==> config.mk <==
export PLATFORM = sky130hd
export DESIGN_NAME = edi_handler
export DESIGN_NICKNAME = d
export VERILOG_FILES = /design/src/include/edi_pkg.sv /design/src/verilog/edi_debounce.sv /design/src/verilog/edi_handler.sv /design/src/verilog/edi_timer.sv
export SDC_FILE = /design/constraint.sdc
export NUM_CORES = 1
export LEC_CHECK = 0
export BUFFER_PORTS_ARGS = -buffer_cell sky130_fd_sc_hd__buf_4
export CORE_ASPECT_RATIO = 0.8
export CORE_MARGIN = 1.5
export CORE_UTILIZATION = 45
export CTS_BUF_LIST = sky130_fd_sc_hd__clkbuf_16
export DETAILED_ROUTE_END_ITERATION = 6
export GPL_TIMING_DRIVEN = 0
export MAX_ROUTING_LAYER = met4
export PLACE_DENSITY_LB_ADDON = 0.12
export SYNTH_ARGS = -nofsm -noshare
export SYNTH_HDL_FRONTEND = slang
export SYNTH_SLANG_ARGS = --single-unit
==> constraint.sdc <==
create_clock -name SYS_CLK -period 2.7 [get_ports SYS_CLK]
set_clock_uncertainty 0.2 [all_clocks]
set_input_delay 0.27 -clock SYS_CLK [delete_from_list [all_inputs] [get_ports SYS_CLK]]
set_output_delay 0.27 -clock SYS_CLK [all_outputs]
set_load 0.05 [all_outputs]
==> src/include/edi_pkg.sv <==
//----------------------------------------------------------------------
// Behaviour
// (RULE_01) raise input increases selected mode reference
// (RULE_02) lower input decreases selected mode reference
// (RULE_03) test raise only under forced drive, digital input
// (RULE_04) test lower only under forced drive, digital input
// (RULE_05) four mode commands honoured in digital input
// (RULE_06) remote bus command activates bus, permission optional
// (RULE_07) forcing input gives digital inputs top precedence
// (RULE_08) unload request starts timed reactive unloading
// (RULE_09) reset input clears latched trip conditions
// (RULE_10) switchgear reports field breaker closed state
// (RULE_11) excitation off command switches excitation off
// (RULE_12) excitation on command switches excitation on
// (RULE_13) open command orders breaker open, digital input
// (RULE_14) close command orders breaker close, digital input
// (RULE_15) incoming trip waits stopping time, then trips
// (RULE_16) phase retard first, breaker opened afterwards
// (RULE_17) digital input control takes commands from inputs
// (RULE_18) inputs synchronised, debounced, commands act on edges
// (RULE_19) gated commands ignored, not latched, outside mode
//----------------------------------------------------------------------
package edi_pkg;

   //-------------------------------------------------------------------
   // timing
   //-------------------------------------------------------------------
   localparam int CLK_PERIOD_PS = 4000;
   localparam int MS_PS         = 1000000000;
   localparam int MS_CYCLES     = MS_PS / CLK_PERIOD_PS;
   localparam int DEB_TIME_NS   = 5000;
   // least time, so round up
   localparam int DEB_CYCLES    =
      (DEB_TIME_NS * 1000 + CLK_PERIOD_PS - 1) / CLK_PERIOD_PS;
   localparam int TIME_W        = 16;

   //-------------------------------------------------------------------
   // modes and states
   //-------------------------------------------------------------------
   typedef enum logic [1:0] {
      CTRL_PANEL,
      CTRL_DIGITAL_INPUT,
      CTRL_BUS
   } edi_ctrl_e;

   typedef enum logic [1:0] {
      DRIVE_NORMAL,
      DRIVE_FORCED_VALUE,
      DRIVE_OPEN_LOOP_REF
   } edi_drive_e;

   typedef enum logic [1:0] {
      MODE_VOLTAGE,
      MODE_FIELD_CURRENT,
      MODE_REACTIVE,
      MODE_POWER_FACTOR
   } edi_reg_mode_e;

   typedef enum logic [1:0] {
      TRIP_IDLE,
      TRIP_RETARD,
      TRIP_OPEN
   } edi_trip_e;

   localparam edi_reg_mode_e RST_REG_MODE = MODE_VOLTAGE;

   //-------------------------------------------------------------------
   // carriers
   //-------------------------------------------------------------------
   typedef struct packed {
      logic raise;
      logic lower;
      logic test_raise;
      logic test_lower;
      logic cmd_voltage;
      logic cmd_field;
      logic cmd_reactive;
      logic cmd_pf;
      logic remote_bus;
      logic force_di;
      logic unload_q;
      logic trip_reset;
      logic fb_closed;
      logic exc_off;
      logic exc_on;
      logic open_fb;
      logic close_fb;
      logic incoming_trip;
   } edi_di_s;

   localparam int DI_W = $bits(edi_di_s);

   typedef struct packed {
      edi_ctrl_e         ctrl_mode;
      edi_drive_e        force_drive;
      logic              remote_permit_req;
      logic              remote_permit;
      logic [TIME_W-1:0] unload_timeout_ms;
      logic [TIME_W-1:0] stop_time_ms;
   } edi_cfg_s;

   typedef struct packed {
      logic          ref_raise;
      logic          ref_lower;
      edi_reg_mode_e reg_mode;
      logic          digital_input_control;
      logic          bus_active;
      logic          unload_active;
      logic          unload_timed_out;
      logic          trip_latched;
      logic          exc_on;
      logic          fb_closed;
      logic          fb_open_order;
      logic          fb_close_order;
      logic          phase_retard;
      logic          fb_trip;
   } edi_stat_s;

endpackage

==> src/verilog/edi_debounce.sv <==
`timescale 1ns/10ps
module edi_debounce
   import edi_pkg::*;
#(
   parameter int W   = DI_W,
   parameter int CNT = DEB_CYCLES
) (
   input  wire logic         clk,
   input  wire logic         nrst,
   input  wire logic [W-1:0] din,
   output logic      [W-1:0] dout
);

   localparam int CW = (CNT > 1) ? $clog2(CNT) : 1;
   localparam logic [CW-1:0] CLAST = CW'(CNT - 1);

   if (CNT < 1 || W < 1) begin : g_chk
      $error("edi_debounce: CNT and W must be at least one");
   end

   logic [W-1:0]  sync1;
   logic [W-1:0]  sync2;
   logic [CW-1:0] cnt      [W];
   logic [CW-1:0] next_cnt [W];
   logic [W-1:0]  next_dout;

   //-------------------------------------------------------------------
   // a bit must differ for CNT cycles in a row before it flips
   //-------------------------------------------------------------------
   always_comb begin
      next_dout = dout;
      for (int i = 0; i < W; i++) begin
         next_cnt[i] = '0;
         if (sync2[i] != dout[i]) begin
            if (cnt[i] == CLAST) begin
               next_dout[i] = sync2[i];  // RULE_18
            end else begin
               next_cnt[i] = cnt[i] + 1'b1;
            end
         end
      end
   end

   // sync1 feeds sync2 only
   always_ff @(posedge clk or negedge nrst) begin
      if (!nrst) begin
         sync1 <= '0;
         sync2 <= '0;
         dout  <= '0;
         for (int i = 0; i < W; i++) begin
            cnt[i] <= '0;
         end
      end else begin
         sync1 <= din;  // RULE_18
         sync2 <= sync1;
         dout  <= next_dout;
         for (int i = 0; i < W; i++) begin
            cnt[i] <= next_cnt[i];
         end
      end
   end

endmodule

==> src/verilog/edi_handler.sv <==
`timescale 1ns/10ps
module edi_handler
   import edi_pkg::*;
#(
   parameter int MS_TICK_CYCLES = MS_CYCLES,
   parameter int DEB_CNT        = DEB_CYCLES
) (
   input  wire logic      SYS_CLK,
   input  wire logic      NRST,
   input  wire edi_di_s   DI_IN,
   input  wire edi_cfg_s  CFG,
   input  wire logic      EXC_TRIP_IN,
   output edi_stat_s      STAT
);

   //-------------------------------------------------------------------
   // elaboration checks
   //-------------------------------------------------------------------
   localparam int MSW =
      (MS_TICK_CYCLES > 1) ? $clog2(MS_TICK_CYCLES) : 1;
   localparam logic [MSW-1:0] MS_LAST = MSW'(MS_TICK_CYCLES - 1);

   if (MS_TICK_CYCLES < 1 || DEB_CNT < 1) begin : g_chk
      $error("edi_handler: tick and debounce counts must be >= 1");
   end

   //-------------------------------------------------------------------
   // declarations
   //-------------------------------------------------------------------
   edi_di_s        deb;
   edi_di_s        prev;
   edi_di_s        rise;
   logic [MSW-1:0] ms_cnt;
   logic [MSW-1:0] next_ms_cnt;
   logic           ms_tick;
   logic           next_ms_tick;
   edi_trip_e      trip_state;
   edi_trip_e      next_trip_state;
   edi_stat_s      next_stat;
   logic           di_ctrl;
   logic           test_ok;
   logic           up_req;
   logic           down_req;
   logic           permit_ok;
   logic           unload_start;
   logic           unload_busy;
   logic           unload_done;
   logic           trip_start;
   logic           trip_busy;
   logic           trip_done;

   //-------------------------------------------------------------------
   // helper functions
   //-------------------------------------------------------------------
   // a gated command counts only in input control, never kept
   function automatic logic gate_cmd(input logic ctrl, input logic cmd);
      return ctrl & cmd;
   endfunction

   // true in retard or open, i.e. anywhere but idle
   function automatic logic in_trip(input edi_trip_e s);
      return s != TRIP_IDLE;
   endfunction

   // test stepping needs one of the two forced drive options
   function automatic logic test_drive(input edi_drive_e d);
      return d == DRIVE_FORCED_VALUE || d == DRIVE_OPEN_LOOP_REF;
   endfunction

   // fixed priority when several mode commands rise together
   function automatic edi_reg_mode_e pick_mode(
      input edi_di_s       r,
      input edi_reg_mode_e cur
   );
      pick_mode = cur;
      if (r.cmd_voltage) begin
         pick_mode = MODE_VOLTAGE;
      end else if (r.cmd_field) begin
         pick_mode = MODE_FIELD_CURRENT;
      end else if (r.cmd_reactive) begin
         pick_mode = MODE_REACTIVE;
      end else if (r.cmd_pf) begin
         pick_mode = MODE_POWER_FACTOR;
      end
   endfunction

   //-------------------------------------------------------------------
   // input conditioning
   //-------------------------------------------------------------------
   // every contact passes the same filter, so timing is uniform
   edi_debounce #(
      .W   (DI_W),
      .CNT (DEB_CNT)
   ) u_deb (
      .clk  (SYS_CLK),
      .nrst (NRST),
      .din  (DI_IN),
      .dout (deb)
   );

   // commands act once per assertion
   assign rise = deb & ~prev;  // RULE_18

   // last filtered levels, for edge detection
   always_ff @(posedge SYS_CLK or negedge NRST) begin
      if (!NRST) begin
         prev <= '0;
      end else begin
         prev <= deb;
      end
   end

   //-------------------------------------------------------------------
   // millisecond tick for the configured times
   //-------------------------------------------------------------------
   always_comb begin
      next_ms_tick = 1'b0;
      next_ms_cnt  = ms_cnt + 1'b1;
      if (ms_cnt == MS_LAST) begin
         next_ms_cnt  = '0;
         next_ms_tick = 1'b1;
      end
   end

   // tick is a flop, so both timers see it in one cycle
   always_ff @(posedge SYS_CLK or negedge NRST) begin
      if (!NRST) begin
         ms_cnt  <= '0;
         ms_tick <= 1'b0;
      end else begin
         ms_cnt  <= next_ms_cnt;
         ms_tick <= next_ms_tick;
      end
   end

   //-------------------------------------------------------------------
   // control source
   //-------------------------------------------------------------------
   // forcing wins over panel and bus; bus steals local control
   assign di_ctrl = deb.force_di  // RULE_07
      | (CFG.ctrl_mode == CTRL_DIGITAL_INPUT & ~STAT.bus_active); // RULE_17

   // permission matters only where the setting demands it
   assign permit_ok = ~CFG.remote_permit_req | CFG.remote_permit;

   // test stepping only under a forced drive, in input control
   assign test_ok = di_ctrl & test_drive(CFG.force_drive);

   // raise and lower together cancel rather than fight
   assign up_req   = deb.raise  // RULE_01
      | (test_ok & deb.test_raise);  // RULE_03
   assign down_req = deb.lower  // RULE_02
      | (test_ok & deb.test_lower);  // RULE_04

   //-------------------------------------------------------------------
   // timers: reactive unload and stopping delay
   //-------------------------------------------------------------------
   assign unload_start = gate_cmd(di_ctrl, rise.unload_q)  // RULE_19
      & ~STAT.unload_active;

   // unloading is abandoned once a trip sequence starts
   edi_timer #(
      .W (TIME_W)
   ) u_unload (
      .clk   (SYS_CLK),
      .nrst  (NRST),
      .start (unload_start),
      .abort (in_trip(trip_state)),
      .len   (CFG.unload_timeout_ms),
      .tick  (ms_tick),
      .busy  (unload_busy),
      .done  (unload_done)
   );

   // level, so a trip still present after reset fires again
   assign trip_start = ~in_trip(trip_state) & deb.incoming_trip;

   // stopping delay, counted in millisecond ticks
   edi_timer #(
      .W (TIME_W)
   ) u_stop (
      .clk   (SYS_CLK),
      .nrst  (NRST),
      .start (trip_start),
      .abort (1'b0),
      .len   (CFG.stop_time_ms),
      .tick  (ms_tick),
      .busy  (trip_busy),
      .done  (trip_done)
   );

   //-------------------------------------------------------------------
   // trip sequence
   //-------------------------------------------------------------------
   // retard the firing first, open the breaker only after the wait
   always_comb begin
      next_trip_state = trip_state;
      case (trip_state)
         TRIP_IDLE: begin
            if (trip_start) begin
               next_trip_state = TRIP_RETARD;  // RULE_15
            end
         end
         TRIP_RETARD: begin
            if (trip_done) begin
               next_trip_state = TRIP_OPEN;  // RULE_16
            end
         end
         TRIP_OPEN: begin
            if (rise.trip_reset && !deb.incoming_trip) begin
               next_trip_state = TRIP_IDLE;
            end
         end
         default: begin
            next_trip_state = TRIP_IDLE;
         end
      endcase
   end

   // trip sequence state register
   always_ff @(posedge SYS_CLK or negedge NRST) begin
      if (!NRST) begin
         trip_state <= TRIP_IDLE;
      end else begin
         trip_state <= next_trip_state;
      end
   end

   //-------------------------------------------------------------------
   // status and orders
   //-------------------------------------------------------------------
   // one register for every status field, so outputs never glitch
   always_comb begin
      next_stat = STAT;

      // level outputs follow the filtered contacts
      next_stat.ref_raise  = up_req & ~down_req;
      next_stat.ref_lower  = down_req & ~up_req;
      next_stat.digital_input_control = di_ctrl;
      next_stat.fb_closed  = deb.fb_closed;  // RULE_10

      // bus activation; forcing drops it
      if (deb.force_di) begin
         next_stat.bus_active = 1'b0;  // RULE_07
      end else if (rise.remote_bus && permit_ok) begin
         next_stat.bus_active = 1'b1;  // RULE_06
      end

      // mode commands, fixed priority when several rise together
      if (di_ctrl) begin
         next_stat.reg_mode = pick_mode(rise, STAT.reg_mode);  // RULE_05
      end

      // reactive unloading
      next_stat.unload_active = unload_start | unload_busy;  // RULE_08
      if (unload_start) begin
         next_stat.unload_timed_out = 1'b0;
      end else if (unload_done) begin
         next_stat.unload_timed_out = 1'b1;
      end

      // trip latch: a new trip in the reset cycle survives
      if (deb.incoming_trip || EXC_TRIP_IN) begin
         next_stat.trip_latched = 1'b1;
      end else if (rise.trip_reset) begin
         next_stat.trip_latched = 1'b0;  // RULE_09
      end

      // excitation: off wins, on refused while tripped
      if (rise.exc_off || next_trip_state == TRIP_OPEN) begin
         next_stat.exc_on = 1'b0;  // RULE_11
      end else if (rise.exc_on && !next_stat.trip_latched) begin
         next_stat.exc_on = 1'b1;  // RULE_12
      end

      // trip state decoded one cycle ahead to stay registered
      next_stat.phase_retard = (next_trip_state == TRIP_RETARD);
      next_stat.fb_trip      = (next_trip_state == TRIP_OPEN);

      // open order holds until the breaker reports open
      next_stat.fb_open_order = next_stat.fb_trip  // RULE_16
         | gate_cmd(di_ctrl, rise.open_fb)  // RULE_13
         | (STAT.fb_open_order & deb.fb_closed);

      // close order holds until closed; any open request cancels it
      next_stat.fb_close_order = 1'b0;
      if (!in_trip(next_trip_state) && !next_stat.trip_latched
          && !next_stat.fb_open_order) begin
         next_stat.fb_close_order = (di_ctrl & rise.close_fb)  // RULE_14
            | (STAT.fb_close_order & ~deb.fb_closed);
      end
   end

   // reset keeps voltage regulation selected
   always_ff @(posedge SYS_CLK or negedge NRST) begin
      if (!NRST) begin
         STAT          <= '0;
         STAT.reg_mode <= RST_REG_MODE;
      end else begin
         STAT <= next_stat;
      end
   end

endmodule

==> src/verilog/edi_timer.sv <==
`timescale 1ns/10ps
module edi_timer
   import edi_pkg::*;
#(
   parameter int W = TIME_W
) (
   input  wire logic         clk,
   input  wire logic         nrst,
   input  wire logic         start,
   input  wire logic         abort,
   input  wire logic [W-1:0] len,
   input  wire logic         tick,
   output logic              busy,
   output logic              done
);

   if (W < 1) begin : g_chk
      $error("edi_timer: W must be at least one");
   end

   logic [W-1:0] cnt;
   logic [W-1:0] next_cnt;
   logic         next_busy;
   logic         next_done;

   //-------------------------------------------------------------------
   // needs len+1 ticks: with an unaligned start the wait is never
   // shorter than len ticks, at most one tick longer
   //-------------------------------------------------------------------
   always_comb begin
      next_cnt  = cnt;
      next_busy = busy;
      next_done = 1'b0;
      if (abort) begin
         next_busy = 1'b0;
      end else if (start) begin
         next_busy = 1'b1;
         next_cnt  = len;
      end else if (busy && tick) begin
         if (cnt == '0) begin
            next_busy = 1'b0;
            next_done = 1'b1;
         end else begin
            next_cnt = cnt - 1'b1;
         end
      end
   end

   always_ff @(posedge clk or negedge nrst) begin
      if (!nrst) begin
         cnt  <= '0;
         busy <= 1'b0;
         done <= 1'b0;
      end else begin
         cnt  <= next_cnt;
         busy <= next_busy;
         done <= next_done;
      end
   end

endmodule
### Word-level counts from Yosys, hierarchy flattened

Index checks and enable logic that the tools add are counted.

* register bits: 337
* input bits: 59
* output and inout bits: 15
* word-level logic and storage cells: 297

* add/subtract/negate cells: 21
* equality and inequality tests: 46
* muxes and demuxes: 75
* bitwise gates (word level): 30
* reduce and logical (&&, ||, !) cells: 51

Operators with widths (number)
* $mux 11: 36
* $add 11x1->11 const B: 18
* $eq 11x11->1 const B: 18
* $mux 16: 6
* $reduce_and 2->1: 22
* $logic_not 16->1: 2
* $sub 16x1->16 const B: 2
* $mux 1: 24
* $add 18x1->18 const B: 1
* $eq 18x18->1 const B: 1
* $mux 18: 1
* $ne 1x1->1: 18
* $reduce_bool 2->1: 8
* $and 14x14->14: 1
* $mux 2: 7
* $not 14->14: 1
* $and 1x1->1: 13
* $eq 2x1->1 const B: 4
* $or 1x1->1: 8
* $logic_and 1x1->1: 7
* $not 1->1: 7
* $eq 2x2->1 const B: 3
* $pmux 2 s3: 1
* $reduce_bool 3->1: 2
* other kinds (6): 12

### Longest topological paths before layout

* depth after elaboration: 11
* gate-level depth with buffers: 8
* gate-level depth less buffers: 7

### Modules after synthesis

A second synthesis with hierarchy kept.

* cell total of the unflattened synthesis: 1521
* area, all modules: 15860.2 um2

Modules (own cells, without submodules)
* edi_debounce: instances 1, cells each 1079, area each 11521.0 um2, seq. area each 6306.0 um2
* edi_timer: instances 2, cells each 138, area each 1214.9 um2, seq. area each 450.4 um2
* edi_handler: instances 1, cells each 166, area each 1909.3 um2, seq. area each 1176.1 um2

### Worst setup path before layout

OpenSTA, ideal clock, no wires.

* kind: register to register
* from: register u_unload.cnt[2]
* to: register u_unload.cnt[15]
* library setup time: 122 ps
* arrival: 1955 ps
* data required time: 2378 ps
* path slack: 424 ps
* cell stages (with the launch flop): 6
* buffers on the path: 1
* period minus slack after synthesis: 2276 ps
* cell sequence: dfrtp_1 > or4_4 > or3_1 > buf_6 > or3_1 > a32o_1

* longest elaborated chain between the ends: 4
* elaborated cells on any way between the ends: 7
* those cells by class: add/sub: 1; eq/ne: 1; mux: 3; reduce/logical: 2

RTL lines
* start: declaration: RTL line edi_timer.sv:21 `logic [W-1:0] cnt;`
* start signal: assignment: RTL line edi_timer.sv:55 `cnt <= next_cnt;`
* $sub 16x1->16: RTL line edi_timer.sv:44 `next_cnt = cnt - 1'b1;`
* $mux 16: RTL line edi_timer.sv:40 `if (cnt == '0) begin`
* $mux 16: RTL line edi_timer.sv:39 `end else if (busy && tick) begin`
* $mux 16: RTL line edi_timer.sv:36 `end else if (start) begin`

Several ways; a longest one is shown, not always the timed one. The select of a mux whose other input is x is not followed.
A chain may end at the register's enable or synchronous reset.

### Final worst setup path

* from: register STAT[9] (netlist bit)
* to: register u_unload.cnt[11]

* longest elaborated chain between the ends: 7
* elaborated cells on any way between the ends: 9
* those cells by class: eq/ne: 1; mux: 1; bitwise: 5; reduce/logical: 2

RTL lines
* start: declaration: RTL line edi_handler.sv:13 `output edi_stat_s STAT`
* start signal: assignment: RTL line edi_handler.sv:300 `STAT <= next_stat;`
* $not 1->1 *: RTL line edi_handler.sv:141 `| (CFG.ctrl_mode == CTRL_DIGITAL_INPUT & ~STAT.bus_active);`
* $and 1x1->1 *: RTL line edi_handler.sv:141
* $or 1x1->1 *: RTL line edi_handler.sv:141
* $and 1x1->1 *: RTL line edi_handler.sv:57 `return ctrl & cmd;`
* $and 1x1->1 *: RTL line edi_handler.sv:159 `& ~STAT.unload_active;`
* $ne 2x2->1 (no source line) or $reduce_bool 2->1 (tied branches)
* $reduce_and 3->1 (no source line)

Mark *: on every way between the ends. The rest lies on a longest branch, timed or not.

==> results.cfg <==
[floorplanning]
core-area_um2 = 32600
die-area_um2 = 34300
die-width_um = 207
die_height_um = 166
placementRows = 59
start_util_pct = 45.9
num_io_pins = 74

[yosys]
post_synth_num_cell_types = 52
synth_cell_count_leaders = 335 x sky130_fd_sc_hd__dfrtp_1, 285 x sky130_fd_sc_hd__nor2_1, 139 x sky130_fd_sc_hd__xor2_1
post_synthesis_net_count = 1546
async_flop_share_pct = 100
yosys_most_used_dff = sky130_fd_sc_hd__dfrtp_1
sequential_fraction_of_the_synthesis_area_pct = 56.2
post-synth-top-count-cell = sky130_fd_sc_hd__dfrtp_1
synth_area_leader_cell = sky130_fd_sc_hd__dfrtp_1
synthesis.area_per_instance_um2 = 10.3
synth-edff-count = 0
flops_latches_synth = 335
syn-instance-count = 1446
netlist_area_um2 = 14900
synth_top_area_share_pct = 56.2
yosysWarningCount = 0
post_synth_main_area_contributors = sky130_fd_sc_hd__dfrtp_1 56%, sky130_fd_sc_hd__xor2_1 8.2%, sky130_fd_sc_hd__nor2_1 7.2%, sky130_fd_sc_hd__xnor2_1 3.9%, sky130_fd_sc_hd__ha_1 3.4%

[critical_path]
crit_path_cell_trace = nor3b_1 > o21a_1 > clkbuf_1 > clkbuf_1 > o21ai_0 > o2bb2ai_1
crit_path_max_fo = 10
cp_slowest_stage_delay_ns = 0.42
critical_path_start_type = flip-flop
path_class = reg2reg
timing.critical_path.required_ns = 2.90
worstReg2RegStart = STAT[9]
critical_path.slowest_cell = sky130_fd_sc_hd__nor3b_1
path_common_cell = sky130_fd_sc_hd__clkbuf_1
r2r_end = u_unload.cnt[11]
timing.reg2reg.setup_slack_ns = 0.19
critPathArrivalTime_ns = 2.71
setup.worst_path.end_class = flip-flop
reg2reg_depth = 6

[cells_and_area]
design.final.nets = 1713
syn_to_final_growth_pct = 18.9
diodes = 0
layout.core_utilization_pct = 54.5
drive_above_1_share_pct = 9.88

[power]
static-leakage-power_nw = 8.15
power.density_nw_per_um2 = 583
power.ir.vdd_worst_mv = 0.342

[route]
highest_layer = met4
post_drt_wl_per_cell_um = 13.1
drt_drc_violations_left = 0
ant_nets = 0
vias_per_cell = 4.89
drt_iter0_drcs = 534
met2_length_mm = 11.6
drt_pre_antenna_iters = 4
num_vias = 10100
wirelength_mm = 27.1
wl_met3_um = 823
detail_route.wirelength.met1_mm = 14.2

[cts]
htreeDepth = 2
worst_skew_pair.late_latency_ns = 0.52
cts_inserted_buffers = 36
cts_sinks = 335
cts.path.max_buffers = 3
library_cell_used_as_clock_root_buffer = sky130_fd_sc_hd__clkbuf_16
cts_tree = built
worst_setup_hold_path_clk_slew_ns = 0.06

[sta]
relSlewSlack_pct = 49.3
count_of_pins_over_their_slew_limit = 0
worst-slew-pin-transition_ns = 0.741
finalSetupViolations = 0
layout_worst_path_cycle_share_pct = 93.1
grt_setup_unrepaired = no
hold_violations = 0
period_minus_slack_ns = 2.51
worst_slack_ns = 0.188
fmax_ghz = 0.398

[grt]
wire_length_of_the_first_global_routing_pass_mm = 48.4
vias_in_the_first_global_route = 10200
grt-ovfl-total = 0
grt_total_usage_pct = 17.3
grt_start_max_net_pins = 94
initial_antenna_violation_count = 0

[placement]
routabilityCongestion = 0.778
portBuffers = 73
post-dp-hpwl_mm = 17.6
dp_slack_ns = 0.128

[run]
maximum_capacitance_violations = 0

[min_path]
holdPathStages = 4
worst_hold_startpoint = CFG[34]
min-delay-path-class = in2reg
hold-path-endpoint = STAT[13]

[outcome]
run_status = finished clean
-- sequential cells by signal, indices dropped and copies added (netlist names), 2 cells and up --
name,count
u_deb.sync2,18
u_deb.sync1,18
ms_cnt,18
trip_state,2
u_deb.cnt,198
STAT,15
u_unload.cnt,16
u_deb.dout,18
prev,11
u_stop.cnt,16
-- cells by family (layout without fill, tap and decap cells) --
| logic type | count (synthesis) | count (layout) | share of synthesized area (%) |
|---|---|---|---|
| and+or+nand+nor | 678 | 678 | 20.8 |
| DFF | 335 | 335 | 56.2 |
| xor gates and xnor gates | 206 | 206 | 12.1 |
| AOI/OAI and AO/OA | 95 | 95 | 4.13 |
| buffers and inverters | 71 | 264 | 1.89 |
| adders and majority gates | 41 | 41 | 3.44 |
| muxes | 20 | 20 | 1.49 |
-- where the power goes --
| group | switching (mW) | internal, mW |
|---|---|---|
| sequential | 0.104 | 5.13 |
| clock | 1.95 | 2.68 |
| combinational | 0.261 | 0.217 |
-- metal layers --
layer	vias to the layer above	GRT usage (%)
met5	-	-
met2	103	24.9
met4	0	4.13
met1	4816	25.5
met3	44	2.98
li1	5144	-
-- worst max-delay path, delay by kind of cell, from the launching register on --
family / cells / cell delay [ns]
buffers and inverters: 2 / 0.81
AOI/OAI and AO/OA: 3 / 0.58
and+or+nand+nor: 1 / 0.42
DFF: 1 / 0.39
-- area by class of cell --
| class | instances | area [um2] |
|---|---|---|
| fill | 2840 | 14800 |
| sequential | 335 | 8380 |
| multi-input combinational | 1040 | 6260 |
| timing repair buffer | 130 | 1180 |
| clock buffer | 37 | 926 |
| tap | 427 | 534 |
| clock inverter | 27 | 185 |
| buffer | 35 | 148 |
| inverter | 35 | 131 |
-- stage by stage --
step / power (mW) / TNS, ns / std cells / cell area [um2] / hold slack [ns]
CTS: 10.5 / 0 / 2067 / 17800 / 0.00640
floorplan: 5.49 / 0 / 1446 / 14900 / -0.226
global placement: 5.72 / -685.03 / 1946 / 16000 / 0.132
global route: 10.8 / 0 / 2066 / 17700 / 0.0289
detailed placement: 5.75 / 0 / 1949 / 16100 / 0.130
finish: 10.3 / 0 / 2066 / 17700 / 0.0325
-- placed cells by master (no fill, tap or decap), types with 3 or more instances in the layout --
cell type / instances
sky130_fd_sc_hd__nand2_1: 126
sky130_fd_sc_hd__o21a_1: 3
sky130_fd_sc_hd__clkbuf_1: 29
sky130_fd_sc_hd__nand2b_1: 11
sky130_fd_sc_hd__xor2_1: 139
sky130_fd_sc_hd__buf_4: 73
sky130_fd_sc_hd__o2bb2ai_1: 10
sky130_fd_sc_hd__a31oi_1: 7
sky130_fd_sc_hd__a21oi_1: 30
sky130_fd_sc_hd__and3_1: 35
sky130_fd_sc_hd__nor3_1: 41
sky130_fd_sc_hd__nor2_1: 285
sky130_fd_sc_hd__nor4_1: 10
sky130_fd_sc_hd__o21ai_0: 18
sky130_fd_sc_hd__or4_1: 7
sky130_fd_sc_hd__dfrtp_1: 335
sky130_fd_sc_hd__clkinv_2: 11
sky130_fd_sc_hd__nand4_1: 29
sky130_fd_sc_hd__clkbuf_16: 37
sky130_fd_sc_hd__mux2_2: 18
sky130_fd_sc_hd__nand4b_1: 3
sky130_fd_sc_hd__nor3b_1: 3
sky130_fd_sc_hd__nand3b_1: 3
sky130_fd_sc_hd__dlygate4sd3_1: 54
sky130_fd_sc_hd__inv_1: 38
sky130_fd_sc_hd__and2_1: 14
sky130_fd_sc_hd__clkinv_1: 7
sky130_fd_sc_hd__nand3_1: 90
sky130_fd_sc_hd__o31ai_1: 5
sky130_fd_sc_hd__buf_16: 3
sky130_fd_sc_hd__a211oi_1: 5
sky130_fd_sc_hd__buf_2: 3
sky130_fd_sc_hd__nor2b_1: 10
sky130_fd_sc_hd__ha_1: 41
sky130_fd_sc_hd__xnor2_1: 67
sky130_fd_sc_hd__or3_1: 3
-- how the worst max path moves through the flow --
stage / from / to / depth (start not counted)
floorplan: u_unload.cnt[2] / u_unload.cnt[15] / 5
global route: STAT[9] / u_unload.cnt[13] / 6
global placement: NRST / u_deb.sync1[4] / 1
detailed placement: CFG[37] / STAT[11] / 7
finish: STAT[9] / u_unload.cnt[11] / 6
CTS: STAT[9] / STAT[11] / 6
-- repair_timing --
| item | CTS | global route |
|---|---|---|
| hold buffers | 54 | 0 |
| buffers inserted | 0 | 0 |
| resized for setup | 0 | 2 |
| endpoints found under the setup margin | 0 | 5 |
| endpoints found under the hold margin | 139 | 0 |
Note: power is estimated with default switching activity, not from simulation.
